[src/logic/tppc_pkg.sv]
//////////////////////////////////////////////////////////////////////////////
// Contract
// One ten-bit counter; frequency and duty set by programmed ten-bit values.
// Three duty values, one per channel, each from low and high parts.
// Period assembled from low and high parts into one ten-bit value.
// Read-only register pair returns the live counter value.
// Run bit starts counter; clearing it halts counting and turns outputs off.
// Two-bit clock select picks which divided clock advances the counter.
// Two-bit alignment field picks edge or center aligned counting.
// Duty and period registers are write-only; reads return zero.
// Broadcast bit copies channel-0 duty writes into channels 1 and 2.
// Sync-update enable makes the three duty values take effect together.
// With sync enabled, request flag applies all duties then self-clears.
// Six gate outputs are channel 0,1,2 high and low, A top first.
// High part write fills a two-bit buffer; low write commits both.
// Alignment codes 00 and 01 edge, 10 center one, 11 center two. The code runs 10 and 11 as the same center mode.
// Clock select codes divide the generator clock by 1, 2, 4 or 8.
// Load bit loads period after next underflow; hardware clears it next cycle.
// Channel active while counter is below its effective duty value.
// Center counts up to period and back; edge reloads at period end.
//////////////////////////////////////////////////////////////////////////////
package tppc_pkg;
  localparam int          CNT_W       = 10;
  localparam int          ADDR_W      = 4;
  localparam int          DATA_W      = 8;
  localparam int          HI_W        = 2;
  // Register offsets
  localparam logic [3:0]  A_GEN_CTRL  = 4'h0;
  localparam logic [3:0]  A_SYNC_CTRL = 4'h1;
  localparam logic [3:0]  A_DUTY0_LO  = 4'h2;
  localparam logic [3:0]  A_DUTY0_HI  = 4'h3;
  localparam logic [3:0]  A_DUTY1_LO  = 4'h4;
  localparam logic [3:0]  A_DUTY1_HI  = 4'h5;
  localparam logic [3:0]  A_DUTY2_LO  = 4'h6;
  localparam logic [3:0]  A_DUTY2_HI  = 4'h7;
  localparam logic [3:0]  A_PER_LO    = 4'h8;
  localparam logic [3:0]  A_PER_HI    = 4'h9;
  localparam logic [3:0]  A_CNT_LO    = 4'hA;
  localparam logic [3:0]  A_CNT_HI    = 4'hB;
  // Generator control fields
  localparam int          B_ALIGN     = 6;
  localparam int          B_CKSEL     = 4;
  localparam int          B_RUN       = 3;
  localparam int          B_ITC       = 1;
  localparam int          B_LOAD      = 0;
  // Sync control fields
  localparam int          B_REQ       = 2;
  localparam int          B_SYNC      = 1;
  localparam int          B_BCAST     = 0;
  localparam logic [1:0]  ALIGN_CTR1  = 2'h2;
  localparam logic [1:0]  ALIGN_CTR2  = 2'h3;
  localparam logic [7:0]  CTRL_RST    = 8'h00;
  localparam logic [9:0]  VAL_RST     = 10'h000;
endpackage : tppc_pkg

[src/logic/tppc_three_phase_pwm.sv]
`timescale 1ns/1ns
module tppc_three_phase_pwm #(
  parameter int CNT_W = tppc_pkg::CNT_W
) (
  input  wire logic        sys_clk,
  input  wire logic        arst_n,
  input  wire logic [3:0]  regAddr,
  input  wire logic [7:0]  regWrData,
  input  wire logic        regWrStb,
  input  wire logic        regRdStb,
  output logic      [7:0]  regRdData,
  output logic             phaseATopGate,
  output logic             phaseABottomGate,
  output logic             phaseBTopGate,
  output logic             phaseBBottomGate,
  output logic             phaseCTopGate,
  output logic             phaseCBottomGate
);
  typedef enum logic [0:0] {TPPC_UP = 1'b0, TPPC_DOWN = 1'b1} tppc_dir_t;

  logic [7:0]       genCtrl_ff;
  logic [2:0]       syncCtrl_ff;
  logic [1:0]       hiBuf_ff;
  logic [CNT_W-1:0] dutyWr_ff [3];
  logic [CNT_W-1:0] dutyAct_ff [3];
  logic [CNT_W-1:0] period_ff;
  logic [CNT_W-1:0] periodAct_ff;
  logic [CNT_W-1:0] count_ff;
  tppc_dir_t        dir_ff;
  logic [2:0]       div_ff;
  logic             underflow_ff;

  logic             run;
  logic             tick;
  logic             center;
  logic [1:0]       ckSel;

  assign run    = genCtrl_ff[tppc_pkg::B_RUN];
  assign ckSel  = genCtrl_ff[tppc_pkg::B_CKSEL+:2];
  assign center = genCtrl_ff[tppc_pkg::B_ALIGN+1];

  function automatic logic isWr(input logic [3:0] a);
    isWr = regWrStb && (regAddr == a);
  endfunction : isWr

  ////////////////////////////////////////////////////////////////////////////
  // Control registers
  always_ff @(posedge sys_clk or negedge arst_n) begin
    if (!arst_n) begin
      genCtrl_ff <= tppc_pkg::CTRL_RST;
    end else if (isWr(tppc_pkg::A_GEN_CTRL)) begin
      genCtrl_ff <= regWrData;
    end else if (genCtrl_ff[tppc_pkg::B_LOAD] && underflow_ff) begin
      genCtrl_ff[tppc_pkg::B_LOAD] <= 1'b0;
    end
  end

  // Request flag: software set wins over the hardware clear in the same cycle
  always_ff @(posedge sys_clk or negedge arst_n) begin
    if (!arst_n) begin
      syncCtrl_ff <= 3'h0;
    end else if (isWr(tppc_pkg::A_SYNC_CTRL)) begin
      syncCtrl_ff <= regWrData[2:0];
    end else if (syncCtrl_ff[tppc_pkg::B_REQ]) begin
      syncCtrl_ff[tppc_pkg::B_REQ] <= 1'b0;
    end
  end

  ////////////////////////////////////////////////////////////////////////////
  // Duty and period write path
  always_ff @(posedge sys_clk or negedge arst_n) begin
    if (!arst_n) begin
      hiBuf_ff <= 2'h0;
    end else if (regWrStb && (regAddr == tppc_pkg::A_DUTY0_HI || regAddr == tppc_pkg::A_DUTY1_HI ||
                 regAddr == tppc_pkg::A_DUTY2_HI || regAddr == tppc_pkg::A_PER_HI)) begin
      hiBuf_ff <= regWrData[1:0];
    end
  end

  always_ff @(posedge sys_clk or negedge arst_n) begin
    if (!arst_n) begin
      for (int i = 0; i < 3; i++) begin
        dutyWr_ff[i] <= tppc_pkg::VAL_RST;
      end
      period_ff <= tppc_pkg::VAL_RST;
    end else begin
      if (isWr(tppc_pkg::A_DUTY0_LO)) begin
        dutyWr_ff[0] <= {hiBuf_ff, regWrData};
        if (syncCtrl_ff[tppc_pkg::B_BCAST]) begin
          dutyWr_ff[1] <= {hiBuf_ff, regWrData};
          dutyWr_ff[2] <= {hiBuf_ff, regWrData};
        end
      end
      if (isWr(tppc_pkg::A_DUTY1_LO)) begin
        dutyWr_ff[1] <= {hiBuf_ff, regWrData};
      end
      if (isWr(tppc_pkg::A_DUTY2_LO)) begin
        dutyWr_ff[2] <= {hiBuf_ff, regWrData};
      end
      if (isWr(tppc_pkg::A_PER_LO)) begin
        period_ff <= {hiBuf_ff, regWrData};
      end
    end
  end

  // Without sync mode the comparators track writes directly; with it they
  // wait for the request so all three phases change in one cycle.
  always_ff @(posedge sys_clk or negedge arst_n) begin
    if (!arst_n) begin
      for (int i = 0; i < 3; i++) begin
        dutyAct_ff[i] <= tppc_pkg::VAL_RST;
      end
    end else if (!syncCtrl_ff[tppc_pkg::B_SYNC] || syncCtrl_ff[tppc_pkg::B_REQ]) begin
      for (int i = 0; i < 3; i++) begin
        dutyAct_ff[i] <= dutyWr_ff[i];
      end
    end
  end

  ////////////////////////////////////////////////////////////////////////////
  // Clock divider
  always_ff @(posedge sys_clk or negedge arst_n) begin
    if (!arst_n) begin
      div_ff <= 3'h0;
    end else if (!run) begin
      div_ff <= 3'h0;
    end else begin
      div_ff <= div_ff + 3'h1;
    end
  end

  always_comb begin
    case (ckSel)
      2'h0:    tick = run;
      2'h1:    tick = run && (div_ff[0] == 1'b1);
      2'h2:    tick = run && (div_ff[1:0] == 2'h3);
      default: tick = run && (div_ff == 3'h7);
    endcase
  end

  ////////////////////////////////////////////////////////////////////////////
  // Counter
  // Period becomes active at underflow; with load bit clear it is taken at
  // every underflow so the block works even if software never sets it.
  always_ff @(posedge sys_clk or negedge arst_n) begin
    if (!arst_n) begin
      periodAct_ff <= tppc_pkg::VAL_RST;
    end else if (underflow_ff || !run) begin
      periodAct_ff <= period_ff;
    end
  end

  always_ff @(posedge sys_clk or negedge arst_n) begin
    if (!arst_n) begin
      count_ff     <= tppc_pkg::VAL_RST;
      dir_ff       <= TPPC_UP;
      underflow_ff <= 1'b0;
    end else if (!run) begin
      count_ff     <= tppc_pkg::VAL_RST;
      dir_ff       <= TPPC_UP;
      underflow_ff <= 1'b0;
    end else begin
      underflow_ff <= 1'b0;
      if (tick) begin
        if (!center) begin
          if (count_ff >= periodAct_ff) begin
            count_ff     <= tppc_pkg::VAL_RST;
            underflow_ff <= 1'b1;
          end else begin
            count_ff <= count_ff + 1'b1;
          end
        end else if (dir_ff == TPPC_UP) begin
          if (count_ff >= periodAct_ff) begin
            dir_ff   <= TPPC_DOWN;
            count_ff <= (count_ff == '0) ? count_ff : count_ff - 1'b1;
          end else begin
            count_ff <= count_ff + 1'b1;
          end
        end else begin
          if (count_ff == '0) begin
            dir_ff       <= TPPC_UP;
            underflow_ff <= 1'b1;
          end else begin
            count_ff <= count_ff - 1'b1;
          end
        end
      end
    end
  end

  ////////////////////////////////////////////////////////////////////////////
  // Outputs: high side is the PWM, low side its complement; dead time is
  // downstream, so both are forced off while stopped.
  always_ff @(posedge sys_clk or negedge arst_n) begin
    if (!arst_n) begin
      phaseATopGate    <= 1'b0;
      phaseABottomGate <= 1'b0;
      phaseBTopGate    <= 1'b0;
      phaseBBottomGate <= 1'b0;
      phaseCTopGate    <= 1'b0;
      phaseCBottomGate <= 1'b0;
    end else begin
      phaseATopGate    <= run && (count_ff < dutyAct_ff[0]);
      phaseABottomGate <= run && !(count_ff < dutyAct_ff[0]);
      phaseBTopGate    <= run && (count_ff < dutyAct_ff[1]);
      phaseBBottomGate <= run && !(count_ff < dutyAct_ff[1]);
      phaseCTopGate    <= run && (count_ff < dutyAct_ff[2]);
      phaseCBottomGate <= run && !(count_ff < dutyAct_ff[2]);
    end
  end

  ////////////////////////////////////////////////////////////////////////////
  // Read port
  always_ff @(posedge sys_clk or negedge arst_n) begin
    if (!arst_n) begin
      regRdData <= 8'h00;
    end else if (!regRdStb) begin
      regRdData <= 8'h00;
    end else if (regAddr == tppc_pkg::A_GEN_CTRL) begin
      regRdData <= genCtrl_ff;
    end else if (regAddr == tppc_pkg::A_SYNC_CTRL) begin
      regRdData <= {5'h00, syncCtrl_ff};
    end else if (regAddr == tppc_pkg::A_CNT_LO) begin
      regRdData <= count_ff[7:0];
    end else if (regAddr == tppc_pkg::A_CNT_HI) begin
      regRdData <= {6'h00, count_ff[CNT_W-1:8]};
    end else begin
      regRdData <= 8'h00;
    end
  end
endmodule : tppc_three_phase_pwm

[config.mk]
export PLATFORM = sky130hd
export DESIGN_NAME = tppc_three_phase_pwm
export DESIGN_NICKNAME = d
export VERILOG_FILES = /design/src/logic/tppc_pkg.sv /design/src/logic/tppc_three_phase_pwm.sv
export SDC_FILE = /design/constraint.sdc
export NUM_CORES = 1
export LEC_CHECK = 0
export BUFFER_PORTS_ARGS = -buffer_cell sky130_fd_sc_hd__buf_4
export CORE_UTILIZATION = 47
export CTS_BUF_LIST = sky130_fd_sc_hd__clkbuf_4
export DETAILED_ROUTE_END_ITERATION = 16
export PLACE_DENSITY = 0.65
export SKIP_CTS_REPAIR_TIMING = 1
export SLEW_MARGIN = 0
export SYNTH_ARGS = -nofsm -noshare
export SYNTH_HDL_FRONTEND = slang
export SYNTH_SLANG_ARGS = --single-unit
[constraint.sdc]
create_clock -name sys_clk -period 3.7 [get_ports sys_clk]
set_input_delay 0.74 -clock sys_clk [delete_from_list [all_inputs] [get_ports sys_clk]]
set_output_delay 0.74 -clock sys_clk [all_outputs]
set_load 0.05 [all_outputs]
==> reports/qor.yml <==
cts_buffer_depth: 2
status: "finished clean"
overflow: 0
leakagePower_nw: 3.30
powerDensity_nw_per_um2: 609
final_common_cell: "dfrtp_1"
h-tree-depth: 4
cts_buffers: 17
slew_headroom_pct: 35.4
finalWirelength_mm: 14.4
async_reset_ff_share_pct: 100
final_max_slew_viol_count: 0
reg2regPathDepth: 7
drive_gt1_share_pct: 19.6
drv_cap: 0
die_area_um2: 13900
worstSetupEndpointType: "register"
cts.reportedPaths.clkPinSlew_ns: 0.10
ys.flop_type: "dfrtp_1"
setup_viol: 0
most-common-layout-cells: "dfrtp_1 (122), o21ai_0 (67), nand2_1 (62)"
drtIter0Drc: 316
fillers: 1172
synth_area_um2: 6290
antenna_left: 0
regArea_um2: 3050
syn_to_final_growth_pct: 9.39
track_usage_pct: 22.5
ir_worst_vdd_v: 0.000295
min_period_ns: 2.93
cp.required_ns: 4.18
drt_pass1_iterations: 5
power.total_mw: 4.19
clock.fmax_ghz: 0.341
dp_hpwl_mm: 10.1
worstSetupPathType: "reg -> reg"
holdWs_ns: 0.294
synthDistinctLibCells: 59
grt_max_degree: 72
place_ws_ns: 0.894
arrival_ns: 3.41
synth_nets: 664
clock_sinks: 122
fin_crit_sh_pct: 79.2
dieWidth_um: 118
yosysSeqAreaShare_pct: 48.5
clock_latency_ns: 0.57
core_um2: 12800
finalHoldViolCount: 0
viasPerCell: 5.58
grt_pass1_vias: 4523
final_nets: 690
cts_root_buf: "clkbuf_4"
skew_ns: 0.0183
fin_tns_setup_ns: 0
die_y_um: 118
start_util_pct: 49.1
drcViolationCount: 0
setup_ws_ns: 0.771
hold_path.class: "in -> async"
synth_seq_cells: 122
io_buffers: 29
rows: 41
multi_input_area_um2: 2910
cp_max_fo: 15
critPathLaunchType: "register"
vias: 4556
antenna_found_initial: 1
gp_congestion: 0.936
ys.warnings.count: 0
grt_pass1_wl_mm: 23.7
rsz0062_at_grt: "false"
worst_slew_pin_slew_ns: 0.969
avgSynthCellArea_um2: 10.4
synth_enable_flop_cells: 0
syn_inst: 604
wl_per_cell_um: 17.7
cts_tree: "yes"
io_pins: 30
routing by layer:
layer,up-vias,routed length (um),track usage [%]
met2,126,6670,34.6
met4,0,418,9.38
met5,-,0,0
li1,2168,-,-
met3,32,856,7.90
met1,2230,6470,28.6
flip-flops by register name, summed over array words and instances (netlist names), 2 cells and up:
name / flops
div_ff: 3
hiBuf_ff: 2
genCtrl_ff: 8
syncCtrl_ff: 3
dutyWr_ff: 30
dutyAct_ff: 30
period_ff: 10
regRdData: 8
periodAct_ff: 10
count_ff: 10
Yosys cell counts (3+ instances only):
| cell type | count | area share (%) |
|---|---|---|
| dfrtp_1 | 122 | 49 |
| o21ai_0 | 67 | 5.3 |
| nand2_1 | 62 | 3.7 |
| mux2_2 | 53 | 9.5 |
| inv_1 | 45 | 2.7 |
| ha_1 | 44 | 8.8 |
| a21oi_1 | 21 | 1.7 |
| nor2_1 | 21 | 1.3 |
| clkbuf_1 | 17 | 1.0 |
| nand3_1 | 14 | 1.1 |
| nand2b_1 | 13 | 1.3 |
| nor3_1 | 13 | 1.0 |
| and3_1 | 8 | 0.80 |
| nor2b_1 | 8 | 0.80 |
| a21o_1 | 7 | 0.84 |
| a22oi_1 | 7 | 0.84 |
| and2_1 | 6 | 0.60 |
| mux2i_1 | 5 | 0.80 |
| nand4_1 | 4 | 0.40 |
| nor3b_1 | 4 | 0.48 |
| or3_1 | 4 | 0.40 |
| a211oi_1 | 3 | 0.36 |
| clkbuf_8 | 3 | 0.66 |
| nand3b_1 | 3 | 0.36 |
| o31a_1 | 3 | 0.42 |
| or4_1 | 3 | 0.36 |
per-stage QoR:
stage / instance area (um^2) / std cells / util [%]
after floorplan: 6290 / 604 / -
after global placement: 6620 / 783 / 51.6
after detailed placement: 6620 / 783 / 51.6
after CTS: 6880 / 815 / 53.6
after global routing: 6880 / 816 / 53.7
final: 6880 / 816 / 53.7
power breakdown:
part / switching, mW / internal (mW) / leakage (nW) / total [mW]
clock network: 0.481 / 0.418 / 0.151 / 0.898
registers: 0.200 / 1.69 / 1.55 / 1.89
logic: 0.829 / 0.574 / 1.60 / 1.40
total: 1.51 / 2.68 / 3.30 / 4.19
final timing paths:
kind                                           startpoint                           to  slack, ns
worst max register to register    count_ff[9]$_DFFE_PN0P_      count_ff[5]$_DFFE_PN0P_       0.77
max in group asynchronous                          arst_n  periodAct_ff[6]$_DFFE_PN0P_       2.62
worst max-delay path              count_ff[9]$_DFFE_PN0P_      count_ff[5]$_DFFE_PN0P_       0.77
worst min register to register  dutyWr_ff[24]$_DFFE_PN0P_   dutyAct_ff[24]$_DFFE_PN0P_       0.47
worst min-delay path                               arst_n     dutyWr_ff[4]$_DFFE_PN0P_       0.29
min in group sys_clk                         regWrData[0]   syncCtrl_ff[0]$_DFFE_PN0P_       0.43
layout make-up:
class,instances,area share [%]
Antenna cell,1,0.0364
Clock buffer,21,2.29
Clock inverter,11,1.51
Inverter,45,2.45
Multi-Input combinational cell,410,42.3
Sequential cell,122,44.4
Tap cell,172,3.13
Timing Repair Buffer,34,3.89
cells by family (layout without fill, tap and decap cells):
group	count (synthesis)	in the layout	share of synthesized area, %
other	0	1	0
XOR/XNOR	2	2	0.278
flip-flops	122	122	48.5
buffers and inverters	72	111	5.21
adder cells (fa/ha/maj)	44	44	8.75
AO/OA/AOI/OAI	131	131	12.5
multiplexers	58	58	10.3
AND/OR/NAND/NOR	175	175	14.4
critical path, stage by stage, from the launching register on:
cell and delay [ns]:
dfrtp_1 0.77, ha_1 0.38, a21oi_1 0.20, o21ai_1 0.20, a21oi_1 0.20, a21boi_0 0.68
a41oi_1 0.21, a22oi_1 0.20
Power figures use the tool's default switching activity.
